File: config.mk
export PLATFORM = sky130hd
export DESIGN_NAME = mst_top
export DESIGN_NICKNAME = d
export VERILOG_FILES = /design/src/verilog/mst_pkg.sv /design/src/verilog/mst_apb_slave.sv /design/src/verilog/mst_runner.sv /design/src/verilog/mst_top.sv
export VERILOG_INCLUDE_DIRS = /design/src /design/src/verilog
export SDC_FILE = /design/constraint.sdc
export NUM_CORES = 1
export LEC_CHECK = 0
export BUFFER_PORTS_ARGS = -buffer_cell sky130_fd_sc_hd__buf_4
export CAP_MARGIN = 20
export CORE_MARGIN = 2
export CORE_UTILIZATION = 25
export DETAILED_ROUTE_END_ITERATION = 10
export GPL_TIMING_DRIVEN = 0
export MAX_ROUTING_LAYER = met4
export REMOVE_ABC_BUFFERS = 1
export SYNTH_ARGS = -nofsm -noshare
export SYNTH_HDL_FRONTEND = slang
export SYNTH_SLANG_ARGS = --single-unit
File: constraint.sdc
create_clock -name clk -period 2.1 [get_ports clk]
set_input_delay 0.42 -clock clk [delete_from_list [all_inputs] [get_ports clk]]
set_output_delay 0.42 -clock clk [all_outputs]
set_load 0.01 [all_outputs]
File: src/verilog/mst_regs.svh
// register offsets, field positions, reset values and timing counts of the memory self-test block
`ifndef MST_REGS_SVH
`define MST_REGS_SVH

// register word indices; byte address is four times the index
`define MST_OUTCOME_IDX 8'h05
`define MST_SELECT_IDX 8'h06
`define MST_IRQ_STATUS_IDX 8'h07
`define MST_IRQ_MASK_IDX 8'h08

`define MST_OUTCOME_ADDR 12'h014
`define MST_SELECT_ADDR 12'h018
`define MST_IRQ_STATUS_ADDR 12'h01C
`define MST_IRQ_MASK_ADDR 12'h020

// field positions in the outcome register
`define MST_FAIL_LSB 16
`define MST_DONE_LSB 0
`define MST_NUM_MEM 5

// reset values
`define MST_OUTCOME_RESET 32'h0000_0000
`define MST_SELECT_RESET 10'h000
`define MST_MASK_RESET 5'h00

// test select codes
`define MST_SEL_MEMORY 2'h1
`define MST_SEL_CTRL 2'h2

// duration of one self-test run, in core clock cycles
`define MST_RUN_CYCLES 8'h40

`endif

File: src/verilog/mst_pkg.sv
// types shared by the memory self-test result block
package mst_pkg;

   typedef enum logic [1:0]
   {
      mst_sel_idle0 = 2'h0,
      mst_sel_memory = 2'h1,
      mst_sel_ctrl = 2'h2,
      mst_sel_idle3 = 2'h3
   } mst_sel_t;

   typedef struct packed
   {
      logic psel;
      logic penable;
      logic pwrite;
      logic [11:0] paddr;
      logic [31:0] pwdata;
   } mst_apb_req_t;

   typedef struct packed
   {
      logic pready;
      logic pslverr;
      logic [31:0] prdata;
   } mst_apb_rsp_t;

   typedef struct packed
   {
      logic fail;
      logic done;
   } mst_result_t;

endpackage : mst_pkg

File: src/verilog/mst_apb_slave.sv
// apb slave front end: registers the request and answers with one wait state
`timescale 1ns/1ns

module mst_apb_slave
(
   input wire logic clk,
   input wire logic srst,
   input wire mst_pkg::mst_apb_req_t req,
   input wire logic [31:0] rd_value,
   input wire logic rd_hit,
   output logic wr_strobe,
   output logic [11:0] wr_addr,
   output logic [31:0] wr_data,
   output mst_pkg::mst_apb_rsp_t rsp
);
   import mst_pkg::*;

   logic access;

   assign access = req.psel && req.penable && !rsp.pready;

   // ---------------------------------------------------------------
   // response
   // ---------------------------------------------------------------
   // pready one cycle into the access phase keeps read data registered
   always_ff @(posedge clk)
   begin
      if (srst)
      begin
         rsp <= '0;
      end
      else
      begin
         rsp.pready <= access;
         rsp.pslverr <= access && !rd_hit;
         rsp.prdata <= (access && !req.pwrite && rd_hit) ? rd_value : 32'h0000_0000;
      end
   end

   always_ff @(posedge clk)
   begin
      if (srst)
      begin
         wr_strobe <= 1'b0;
         wr_addr <= 12'h000;
         wr_data <= 32'h0000_0000;
      end
      else
      begin
         wr_strobe <= access && req.pwrite && rd_hit;
         wr_addr <= req.paddr;
         wr_data <= req.pwdata;
      end
   end

endmodule : mst_apb_slave

File: src/verilog/mst_runner.sv
// one memory's self-test sequencer: runs a test and reports its verdict, inverted in controller mode
`timescale 1ns/1ns
`include "mst_regs.svh"

module mst_runner
(
   input wire logic clk,
   input wire logic srst,
   input wire logic start,
   input wire mst_pkg::mst_sel_t sel,
   input wire logic bad,
   output logic busy,
   output logic finish,
   output logic verdict_fail
);
   import mst_pkg::*;

   typedef enum logic [1:0] {mst_idle, mst_run, mst_end} mst_run_state_t;

   mst_run_state_t state;
   logic [7:0] count;
   logic seen_bad;
   logic ctrl_mode;

   // ---------------------------------------------------------------
   // sequencer
   // ---------------------------------------------------------------
   always_ff @(posedge clk)
   begin
      if (srst)
      begin
         state <= mst_idle;
         count <= 8'h00;
         seen_bad <= 1'b0;
         ctrl_mode <= 1'b0;
      end
      else
      begin
         unique case (state)
            mst_idle:
            begin
               // select codes 00 and 11 never launch a run
               if (start && (sel == mst_sel_memory || sel == mst_sel_ctrl))
               begin
                  state <= mst_run;
                  count <= `MST_RUN_CYCLES;
                  seen_bad <= 1'b0;
                  ctrl_mode <= (sel == mst_sel_ctrl);
               end
            end
            mst_run:
            begin
               seen_bad <= seen_bad | bad;
               count <= count - 8'h01;
               if (count == 8'h01)
               begin
                  state <= mst_end;
               end
            end
            mst_end:
            begin
               state <= mst_idle;
            end
         endcase
      end
   end

   assign busy = (state == mst_run);
   assign finish = (state == mst_end);
   // controller test: a working checker must flag the injected error
   assign verdict_fail = ctrl_mode ? ~seen_bad : seen_bad;

endmodule : mst_runner

File: src/verilog/mst_top.sv
// memory self-test result and completion reporting block with apb registers
//
// Contract
// - memory A fail on bit 20, 1 failed
// - controller test inverts the fail meaning
// - memory B fail bit 19, own select
// - memory C fail bit 18, own select
// - memory D bit 17, E bit 16
// - memory A done bit 4, 0 running
// - done bits 3 to 0 for B..E
// - fail flags clear to zero on reset
`timescale 1ns/1ns
`include "mst_regs.svh"

module mst_top
(
   input wire logic clk,
   input wire logic srst,
   input wire logic psel,
   input wire logic penable,
   input wire logic pwrite,
   input wire logic [11:0] paddr,
   input wire logic [31:0] pwdata,
   input wire logic [3:0] pstrb,
   input wire logic [4:0] mem_error,
   output logic [31:0] prdata,
   output logic pready,
   output logic pslverr,
   output logic irq
);
   import mst_pkg::*;

   // ---------------------------------------------------------------
   // state
   // ---------------------------------------------------------------
   // index 4 is memory A down to index 0 for memory E
   logic [4:0] fail_flag;
   logic [4:0] done_flag;
   logic [9:0] test_select;
   logic [4:0] start_pulse;
   logic [4:0] irq_status;
   logic [4:0] irq_mask;
   logic [4:0] run_busy;
   logic [4:0] run_finish;
   logic [4:0] run_fail;
   mst_apb_req_t bus_req;
   mst_apb_rsp_t bus_rsp;
   logic wr_strobe;
   logic [11:0] wr_addr;
   logic [31:0] wr_data;
   logic [31:0] rd_value;
   logic rd_hit;
   logic [4:0] next_status;

   function automatic logic [31:0] mst_lane_mask(input logic [3:0] strb);
      mst_lane_mask = {{8{strb[3]}}, {8{strb[2]}}, {8{strb[1]}}, {8{strb[0]}}};
   endfunction : mst_lane_mask

   function automatic logic mst_is_addr(input logic [11:0] a, input logic [11:0] ref_addr);
      mst_is_addr = (a == ref_addr);
   endfunction : mst_is_addr

   assign bus_req.psel = psel;
   assign bus_req.penable = penable;
   assign bus_req.pwrite = pwrite;
   assign bus_req.paddr = paddr;
   assign bus_req.pwdata = pwdata & mst_lane_mask(pwrite ? pstrb : 4'hF);

   // ---------------------------------------------------------------
   // bus front end
   // ---------------------------------------------------------------
   mst_apb_slave u_apb
   (
      .clk(clk),
      .srst(srst),
      .req(bus_req),
      .rd_value(rd_value),
      .rd_hit(rd_hit),
      .wr_strobe(wr_strobe),
      .wr_addr(wr_addr),
      .wr_data(wr_data),
      .rsp(bus_rsp)
   );

   assign prdata = bus_rsp.prdata;
   assign pready = bus_rsp.pready;
   assign pslverr = bus_rsp.pslverr;

   always_comb
   begin
      rd_hit = 1'b1;
      rd_value = 32'h0000_0000;
      if (mst_is_addr(paddr, `MST_OUTCOME_ADDR))
      begin
         // unused bits 31:21 and 15:5 read as zero
         rd_value = {11'h000, fail_flag, 11'h000, done_flag};
      end
      else if (mst_is_addr(paddr, `MST_SELECT_ADDR))
      begin
         rd_value = {22'h00_0000, test_select};
      end
      else if (mst_is_addr(paddr, `MST_IRQ_STATUS_ADDR))
      begin
         rd_value = {27'h000_0000, irq_status};
      end
      else if (mst_is_addr(paddr, `MST_IRQ_MASK_ADDR))
      begin
         rd_value = {27'h000_0000, irq_mask};
      end
      else
      begin
         rd_hit = 1'b0;
      end
   end

   // ---------------------------------------------------------------
   // test select and launch
   // ---------------------------------------------------------------
   // writing a select word launches the chosen tests on idle runners; pairs are [9:8]=A .. [1:0]=E
   always_ff @(posedge clk)
   begin
      if (srst)
      begin
         test_select <= `MST_SELECT_RESET;
         start_pulse <= 5'h00;
      end
      else
      begin
         start_pulse <= 5'h00;
         if (wr_strobe && mst_is_addr(wr_addr, `MST_SELECT_ADDR))
         begin
            test_select <= wr_data[9:0];
            for (int i = 0; i < `MST_NUM_MEM; i++)
            begin
               // a runner in its end cycle drops a start but would lose its done flag
               start_pulse[i] <= !run_busy[i] && !run_finish[i];
            end
         end
      end
   end

   // ---------------------------------------------------------------
   // per-memory runners
   // ---------------------------------------------------------------
   for (genvar g = 0; g < `MST_NUM_MEM; g++)
   begin : g_run
      mst_runner u_run
      (
         .clk(clk),
         .srst(srst),
         .start(start_pulse[g]),
         .sel(mst_sel_t'(test_select[2*g+1:2*g])),
         .bad(mem_error[g]),
         .busy(run_busy[g]),
         .finish(run_finish[g]),
         .verdict_fail(run_fail[g])
      );
   end

   // ---------------------------------------------------------------
   // outcome register
   // ---------------------------------------------------------------
   // done and fail flag capture
   always_ff @(posedge clk)
   begin
      if (srst)
      begin
         fail_flag <= 5'h00;
         done_flag <= 5'h00;
      end
      else
      begin
         for (int i = 0; i < `MST_NUM_MEM; i++)
         begin
            if (start_pulse[i] && (test_select[2*i+:2] == `MST_SEL_MEMORY
                                   || test_select[2*i+:2] == `MST_SEL_CTRL))
            begin
               done_flag[i] <= 1'b0;
            end
            else if (run_finish[i])
            begin
               done_flag[i] <= 1'b1;
            end
            // finishing verdict wins over a software write in the same cycle
            if (run_finish[i])
            begin
               fail_flag[i] <= run_fail[i];
            end
            else if (wr_strobe && mst_is_addr(wr_addr, `MST_OUTCOME_ADDR))
            begin
               // software clears a stale flag before a run
               fail_flag[i] <= wr_data[`MST_FAIL_LSB + i];
            end
         end
      end
   end

   // ---------------------------------------------------------------
   // interrupts
   // ---------------------------------------------------------------
   // a completion sets its sticky bit; write one to clear; set beats clear
   always_comb
   begin
      next_status = irq_status;
      if (wr_strobe && mst_is_addr(wr_addr, `MST_IRQ_STATUS_ADDR))
      begin
         next_status = next_status & ~wr_data[4:0];
      end
      next_status = next_status | run_finish;
   end

   always_ff @(posedge clk)
   begin
      if (srst)
      begin
         irq_status <= 5'h00;
         irq_mask <= `MST_MASK_RESET;
         irq <= 1'b0;
      end
      else
      begin
         irq_status <= next_status;
         if (wr_strobe && mst_is_addr(wr_addr, `MST_IRQ_MASK_ADDR))
         begin
            irq_mask <= wr_data[4:0];
         end
         irq <= |(next_status & irq_mask);
      end
   end

   // ---------------------------------------------------------------
   // checks
   // ---------------------------------------------------------------
   a_fail_reset_zero:
      assert property (@(posedge clk) srst |=> fail_flag == 5'h00)
      else $error("fail flags not cleared by reset");

   a_memory_a_polarity:
      assert property (@(posedge clk) disable iff (srst)
         run_finish[4] && test_select[9:8] == 2'h1 |=> fail_flag[4] == $past(run_fail[4]))
      else $error("memory A verdict not captured");

   a_ctrl_inverts:
      assert property (@(posedge clk) disable iff (srst)
         run_finish[0] && g_run[0].u_run.ctrl_mode && $past(mem_error[0]) |-> !run_fail[0])
      else $error("controller test polarity wrong");

   a_memory_b_bit:
      assert property (@(posedge clk) disable iff (srst)
         ##1 pready && $past(psel && !pwrite && paddr == 12'h014)
         |-> prdata[19] == $past(fail_flag[3], 1))
      else $error("memory B fail bit misplaced");

   a_memory_c_bit:
      assert property (@(posedge clk) disable iff (srst)
         run_finish[2] |=> fail_flag[2] == $past(run_fail[2]) && done_flag[2])
      else $error("memory C result not stored");

   a_memory_de_bits:
      assert property (@(posedge clk) disable iff (srst)
         (run_finish[1] |=> done_flag[1]) and (run_finish[0] |=> done_flag[0]))
      else $error("memory D or E result missing");

   a_done_low_running:
      assert property (@(posedge clk) disable iff (srst)
         run_busy[4] |-> !done_flag[4])
      else $error("memory A done high while running");

   a_done_after_run:
      assert property (@(posedge clk) disable iff (srst)
         $fell(run_busy[3]) |-> ##[0:2] done_flag[3])
      else $error("memory B done not set after run");

   a_idle_no_start:
      assert property (@(posedge clk) disable iff (srst)
         start_pulse[0] && (test_select[1:0] == 2'h0 || test_select[1:0] == 2'h3)
         |=> !run_busy[0] ##1 $stable(done_flag[0]))
      else $error("idle select launched a test");

   a_memory_a_error:
      assert property (@(posedge clk) disable iff (srst)
         run_finish[4] && !g_run[4].u_run.ctrl_mode && $past(mem_error[4]) |-> run_fail[4])
      else $error("memory A error not reported as fail");

   a_memory_a_read:
      assert property (@(posedge clk) disable iff (srst)
         pready && $past(psel && !pwrite && paddr == `MST_OUTCOME_ADDR)
         |-> prdata[20] == $past(fail_flag[4]))
      else $error("memory A fail bit misplaced");

   a_memory_b_error:
      assert property (@(posedge clk) disable iff (srst)
         run_finish[3] && !g_run[3].u_run.ctrl_mode && $past(mem_error[3]) |-> run_fail[3])
      else $error("memory B error not reported as fail");

   a_memory_b_ctrl:
      assert property (@(posedge clk) disable iff (srst)
         run_finish[3] && g_run[3].u_run.ctrl_mode && $past(mem_error[3]) |-> !run_fail[3])
      else $error("memory B controller polarity wrong");

   a_memory_c_read:
      assert property (@(posedge clk) disable iff (srst)
         pready && $past(psel && !pwrite && paddr == `MST_OUTCOME_ADDR)
         |-> prdata[18] == $past(fail_flag[2]))
      else $error("memory C fail bit misplaced");

   a_memory_de_read:
      assert property (@(posedge clk) disable iff (srst)
         pready && $past(psel && !pwrite && paddr == `MST_OUTCOME_ADDR)
         |-> prdata[17:16] == $past(fail_flag[1:0]))
      else $error("memory D or E fail bit misplaced");

   a_memory_e_fail:
      assert property (@(posedge clk) disable iff (srst)
         run_finish[0]
         |=> fail_flag[0] == $past(run_fail[0]))
      else $error("memory E verdict not stored");

   a_done_reset:
      assert property (@(posedge clk)
         srst
         |=> done_flag == 5'h00)
      else $error("done flags not cleared by reset");

   a_done_read:
      assert property (@(posedge clk) disable iff (srst)
         pready && $past(psel && !pwrite && paddr == `MST_OUTCOME_ADDR)
         |-> prdata[4:0] == $past(done_flag))
      else $error("done bits misplaced");

   a_unused_zero:
      assert property (@(posedge clk) disable iff (srst)
         pready && $past(psel && !pwrite && paddr == `MST_OUTCOME_ADDR)
         |-> prdata[31:21] == 11'h000 && prdata[15:5] == 11'h000)
      else $error("unused outcome bits not zero");

   a_idle_fail_kept:
      assert property (@(posedge clk) disable iff (srst)
         start_pulse[1] && (test_select[3:2] == 2'h0 || test_select[3:2] == 2'h3)
         |=> !run_busy[1] && $stable(fail_flag[1]))
      else $error("idle select changed a fail flag");

endmodule : mst_top
==> reports/metrics.csv, run 1 <==
metric,value,unit
die width,160,µm
post-synth design cell area,6070,µm²
CTS HTree Levels,4,
Die Y-Extent,160,µm
global route overflow,0,
CTS root buffer,clkbuf_16,
layout cells sized above 1,14.2,%
status,"complete, no violations",
Tot Pwr,6.26,mW
first-pass GRT wire length,22000,µm
sequential cell area,2820,µm²
Ys Warns,0,
clk sinks,141,
average size of a mapped cell,9.09,µm²
critical path endpoint,irq,
Final nets,825,
full die area,25600,µm²
DR WL/cell,12.6,µm
row count,57,
TritonCTS Buffers,17,
ANT cells,0,
Synth area leader,dfxtp_1,
CTS tree,done,
hold buffers post-CTS,0,
"Hold Vio Cnt, Final",0,
worst-margin pin slew,0.709,ns
top_reg_cell synth,dfxtp_1,
# Max-Cap Violations,0,
unrepaired setup endpoints after global routing,no,
number of fill cells,2566,
number of global-route vias before repair,4371,
Setup CP Type,reg2reg,
slowest CP cell,or3b_2,
Seq cells post-synth,141,
Gate Count Post-Synth,668,
leak pwr,2.82,nW
Initial Util,25.2,%
startpoint types,flip-flop,
path depth of the worst reg2reg path,5,
area of the multi-input gates,3040,µm²
"Clk Latency, worst-skew pair",0.42,ns
fin crit period,1.94,ns
Min Hold Slack,0.197,ns
Core Area,24100,µm²
"CTS clk-pin slew, worst paths",0.06,ns
ys async rst share,0,%
number of flops mapped to enable cells by yosys,0,
DR pass1 iterations,4,
WP buf/inv,0,
Critical Path RT,2.37,ns
Final GP Congestion,0.758,
Peak VDD IR,0.649,mV
Worst slew margin,52.7,%
post-synth top area share,46.5,%
Stages on worst setup path,5,
largest net degree at the start of global routing,85,
drt total wl,13500,µm
Yosys cell types,49,
CP peak stage delay,0.54,ns
min-delay worst type,in2reg,
Bufs on Longest Clock Path,2,
Worst Setup SP,u_apb.wr_addr[1],
final setup fails,0,
PwrDens,838,nW/µm²
Routed Antenna Nets,0,
total number of vias,4595,
CP arrival,2.21,ns
total track usage,11.3,%
initial antenna violation count,0,
min-delay src,pwdata[9],
fin util,31.0,%
period utilisation layout,92.5,%
Final Max Slew Viols,0,
Layout area overhead,22.9,%
sequential fraction of the synthesis area,46.5,%
post-DP HPWL,9660,µm
Worst Setup End Kind,flip-flop,
Synth area leaders,"dfxtp_1 46%, ha_1 6.2%, nor2_1 4.6%",
IO buf count,57,
worst r2r src,u_apb.wr_addr[1],
drt drc,0,
Worst R2R Setup Slack,0.16,ns
"delay-heaviest family, CP",simple AND/OR/NAND/NOR gates,
initial drt markers,238,
clock skew,0.00681,ns
crit-path max FO,6,
R2R Path End,irq,
Max Fclk,515,MHz
vias per std cell,4.29,
CP cell instances,"or3b_2, nor4_4, a31oi_1, a2111oi_0, o21ai_0",
I/O pins,93,
[sequential cells by signal, summed over array words and instances, names as in the netlist]
signal / count
irq: 1
irq_mask: 5
fail_flag: 5
g_run.u_run.state: 10
u_apb.rsp: 17
u_apb.wr_data: 15
start_pulse: 5
test_select: 10
g_run.u_run.ctrl_mode: 5
done_flag: 5
irq_status: 5
g_run.u_run.seen_bad: 5
g_run.u_run.count: 40
u_apb.wr_addr: 12
u_apb.wr_strobe: 1
[worst register-to-register path, cell delays in order (launching register included)]
cell and delay (ns):
dfxtp_1 0.29, or3b_2 0.54, nor4_4 0.48, a31oi_1 0.07, a2111oi_0 0.27, o21ai_0 0.14
[cell usage in the layout, fill, tap and decap left out, types with 3 or more instances in the layout]
master,Yosys,final
bufinv_16,0,3
a21oi_1,51,51
o32a_1,3,3
clkbuf_16,0,17
dfxtp_1,141,141
conb_1,1,17
nand2_1,53,53
clkinvlp_4,0,4
nor2_1,74,74
nand3b_1,5,5
xnor2_1,18,18
nor4_1,18,18
nand3_1,23,23
nand4bb_1,3,3
a211oi_1,13,13
and2_1,28,28
inv_1,35,35
buf_4,17,61
nor3_1,8,8
or3_1,5,5
ha_1,30,30
nor4b_1,4,4
o21ai_0,13,13
o21a_1,4,4
o2bb2ai_1,5,5
mux2i_1,10,10
nand4b_1,5,5
nor2b_1,31,31
xor2_1,17,17
clkinv_2,0,3
nand2b_1,16,15
[cell usage after synthesis (5+ instances only)]
| master | count |
|---|---|
| clkbuf_1 | 8 |
| nand2b_1 | 16 |
| or3_1 | 5 |
| o2bb2ai_1 | 5 |
| nor2_1 | 74 |
| nand3b_1 | 5 |
| nand4b_1 | 5 |
| xor2_1 | 17 |
| o21ai_0 | 13 |
| mux2i_1 | 10 |
| a21oi_1 | 51 |
| and2_1 | 28 |
| xnor2_1 | 18 |
| inv_1 | 35 |
| ha_1 | 30 |
| buf_4 | 17 |
| nor4_1 | 18 |
| nand3_1 | 23 |
| nand2_1 | 53 |
| nor2b_1 | 31 |
| a211oi_1 | 13 |
| dfxtp_1 | 141 |
| nor3_1 | 8 |
[report_power, final]
group          total [mW]  internal (mW)  switching [mW]
clock                3.04           1.91            1.13
combinational       0.424          0.181           0.243
sequential           2.79           2.74          0.0482
[final cells by class]
class	count	area share, %
repair buffers	63	6.35
inverters	35	1.76
flip-flops and latches	141	37.8
well taps	324	5.43
clock buffers	19	6.07
clock inverters	11	1.93
multi-input cells	479	40.7
[metrics by stage]
step | worst slack (ns) | instance area, µm² | TNS (ns) | std cells
2_1_floorplan | -0.0957 | 5960 | -0.783 | 655
3_5_place_dp | -0.677 | 6810 | -7.04 | 1037
6_report | 0.158 | 7470 | 0 | 1072
5_1_grt | 0.0502 | 7470 | 0 | 1072
4_1_cts | 0.0151 | 7440 | 0 | 1070
3_3_place_gp | -1.63 | 6790 | -17.23 | 1036
[what timing repair did]
item | 4_1_cts | 5_1_grt
setup buffers | 3 | 1
setup endpoints to repair | 19 | 27
gates cloned | 0 | 0
pin swaps | 2 | 3
gates resized for setup | 3 | 4
[logic make-up (layout without fill, tap and decap cells)]
logic type               after synthesis  after routing  synth area share (%)
AO/OA/AOI/OAI                        100            100                  10.1
XOR/XNOR                              35             35                  5.05
AND/OR/NAND/NOR                      287            287                  25.4
adder cells (fa/ha/maj)               30             30                  6.18
buffers and inverters                 64            128                  5.05
other                                  1             17                0.0617
flip-flops                           141            141                  46.5
multiplexers                          10             10                  1.65
[worst min-delay path by stage]
stage,end,cells past startpoint
2_1_floorplan,test_select[5],2
3_3_place_gp,test_select[5],2
3_5_place_dp,test_select[7],2
4_1_cts,u_apb.wr_data[16],2
5_1_grt,u_apb.wr_data[7],2
6_report,u_apb.wr_data[9],2
[layer usage]
metal	share of wire, %	GRT usage [%]	vias to the layer above	wire length, µm
met5	0	-	-	0
met4	1.8	4.55	0	246
met3	4.0	2.65	18	542
met2	46	17.3	63	6150
met1	49	14.4	2134	6540
li1	-	-	2380	-
No activity file was read; power rests on OpenSTA's default activity.
==> run 2, diff against run 1 <==
Settings changed: CORE_UTILIZATION 25 to 57, PLACE_DENSITY set to 0.8.
==> run 2 against run 1 <==
Fmax fell by 3.2%. Clock power fell by 6.9%. Highest routed layer unchanged. Non-clock buffer count rose by 1.
==> reports/metrics.csv, run 2 (synthesis gave the netlist of run 1 again) <==
metric,value,unit,change
internal power,4.66,mW,-3.7%
number of global-route vias before repair,4659,,+6.6%
TritonCTS Buffers,17,,unchanged
"Worst Setup Slack, final",0.0944,ns,-0.0640 ns
worst r2r src,u_apb.wr_addr[1],,
Routed Antenna Nets,0,,unchanged
Final Cell Area,7220,µm²,-3.2%
layout cells sized above 1,14.6,%,+0.48 points
crit-path max FO,6,,unchanged
Worst Setup SP,u_apb.wr_addr[1],,
max reg flops,40,,unchanged
Setup CP Type,reg2reg,,
fin crit period,2.01,ns,+0.0640 ns
worst-margin pin slew,1.01,ns,+0.306 ns
die width,107,µm,-33%
Die Y-Extent,107,µm,-33%
Final Max Slew Viols,0,,unchanged
R2R Path End,irq,,
fin util,70.0,%,+39 points
PwrDens,839,nW/µm²,about the same
initial antenna violation count,0,,unchanged
clk sinks,141,,unchanged
full die area,11500,µm²,-55%
Final GP Congestion,0.866,,+14%
hold buffers post-CTS,0,,unchanged
status,"complete, no violations",,
critical path endpoint,irq,,
"commonest non-fill, non-tap cells in the layout","141 x dfxtp_1, 74 x nor2_1, 64 x buf_4",,
"Clk Latency, worst-skew pair",0.53,ns,+0.11 ns
largest net degree at the start of global routing,85,,unchanged
startpoint types,flip-flop,,
Comb pwr share,7.2,%,+0.4 points
IO buf count,57,,unchanged
initial drt markers,263,,+11%
placed instance count,849,,-18%
Tot Pwr,6.06,mW,-3.1%
Sw Pwr,1.40,mW,-1.4%
clock skew,0.00956,ns,+0.00275 ns
ANT cells,0,,unchanged
"Hold Vio Cnt, Final",0,,unchanged
Flop pwr share,46.1,%,+1.5 points
Worst Setup End Kind,flip-flop,,
min-delay worst type,in2reg,,
CTS root buffer,clkbuf_8,,
DR WL/cell,14.9,µm,+19%
Bufs on Longest Clock Path,2,,unchanged
Peak VDD IR,0.639,mV,-1.6%
post-DP HPWL,8980,µm,-7.0%
# Max-Cap Violations,0,,unchanged
TNS Setup,0,ns,unchanged
Layout area overhead,19.0,%,
"CTS clk-pin slew, worst paths",0.06,ns,about the same
largest register by flop count,g_run.u_run.count,,
switching part of the total,23.2,%,+0.40 points
Worst R2R Setup Slack,0.09,ns,-0.06 ns
Final nets,826,,+0.12%
row count,37,,-35%
Core Area,10300,µm²,-57%
I/O pins,93,,unchanged
CP arrival,2.36,ns,+0.15 ns
power share of the clock group,46.7,%,-1.9 points
Initial Util,58.8,%,+34 points
total number of vias,4842,,+5.4%
unrepaired setup endpoints after global routing,no,,
Max Fclk,499,MHz,-3.2%
pre-CTS setup slack,-0.677,ns,+0.0000590 ns
Min Hold Slack,0.0925,ns,-0.104 ns
final std cells w/o fill,887,,-17%
drt total wl,13200,µm,-1.9%
Critical Path RT,2.46,ns,+0.09 ns
Largest regs,"g_run.u_run.count: 40 flops, u_apb.rsp: 17 flops, u_apb.wr_data: 15 flops",,
global route overflow,0,,unchanged
final setup fails,0,,unchanged
path depth of the worst reg2reg path,5,,unchanged
drt drc,0,,unchanged
DR pass1 iterations,5,,+1
first-pass GRT wire length,21500,µm,-2.3%
Worst slew margin,31.4,%,-21 points
CTS HTree Levels,4,,unchanged
"most common cell after layout, fill and taps aside",dfxtp_1,,
leak pwr,2.83,nW,+0.10%
total track usage,24.7,%,+13 points
vias per std cell,5.46,,+27%
period utilisation layout,95.5,%,+3.0 points
CTS tree,done,,
area of placed instances,6570,µm²,-3.5%
[run 2: cell count changes in the layout (fill, tap and decap cells not counted), sizes merged]
cell      change
clkinv        +4
buf           +2
bufinv        -1
clkbuf        -1
clkinvlp      -1
[run 2: power groups by stage]
stage / sequential, mW / clock (mW) / combinational [mW]
after global placement: 2.84 / 0 / 0.404
after global routing: 2.80 / 2.99 / 0.485
after CTS: 2.79 / 2.87 / 0.432
final: 2.79 / 2.83 / 0.436
after detailed placement: 2.85 / 0 / 0.423
after floorplan: 2.84 / 0 / 0.269
[run 2: repair_timing]
action | in CTS | in global routing
endpoints found under the setup margin | 29 | 9
buffers inserted | 5 | 1
gates resized for setup | 5 | 4
pin swaps | 2 | 3
[run 2: area by class of cell]
class                   instances  area (µm²)
inverters                      35         131
repair buffers                 64         480
well taps                     136         170
flip-flops and latches        141        2820
clock buffers                  19         442
clock inverters                13         123
multi-input cells             479        3060
fillers                       760        3100
[run 2: worst min-delay path by stage]
stage                             end             start  slack [ns]  cells past startpoint
global route        u_apb.wr_data[18]        pwdata[18]        0.08                      2
detailed placement      u_apb.rsp[20]      fail_flag[4]        0.44                      1
global placement       test_select[5]  u_apb.wr_data[5]        0.43                      2
finish              u_apb.wr_data[18]        pwdata[18]        0.09                      2
CTS                 u_apb.wr_data[17]        pwdata[17]        0.07                      2
floorplan              test_select[5]  u_apb.wr_data[5]        0.42                      2
[run 2: per-layer routing]
layer | track usage [%] | up-vias | wire (µm)
met1 | 29.6 | 2299 | 5940
met3 | 6.26 | 28 | 634
met4 | 10.2 | 0 | 308
met2 | 39.8 | 135 | 6340
li1 | - | 2380 | -
met5 | - | - | 0
[run 2: critical path: stages (launching register included)]
cell and delay (ns):
dfxtp_1 0.30, or3b_2 0.56, nor4_4 0.46, a31oi_1 0.09
a2111oi_1 0.27, o21ai_0 0.16
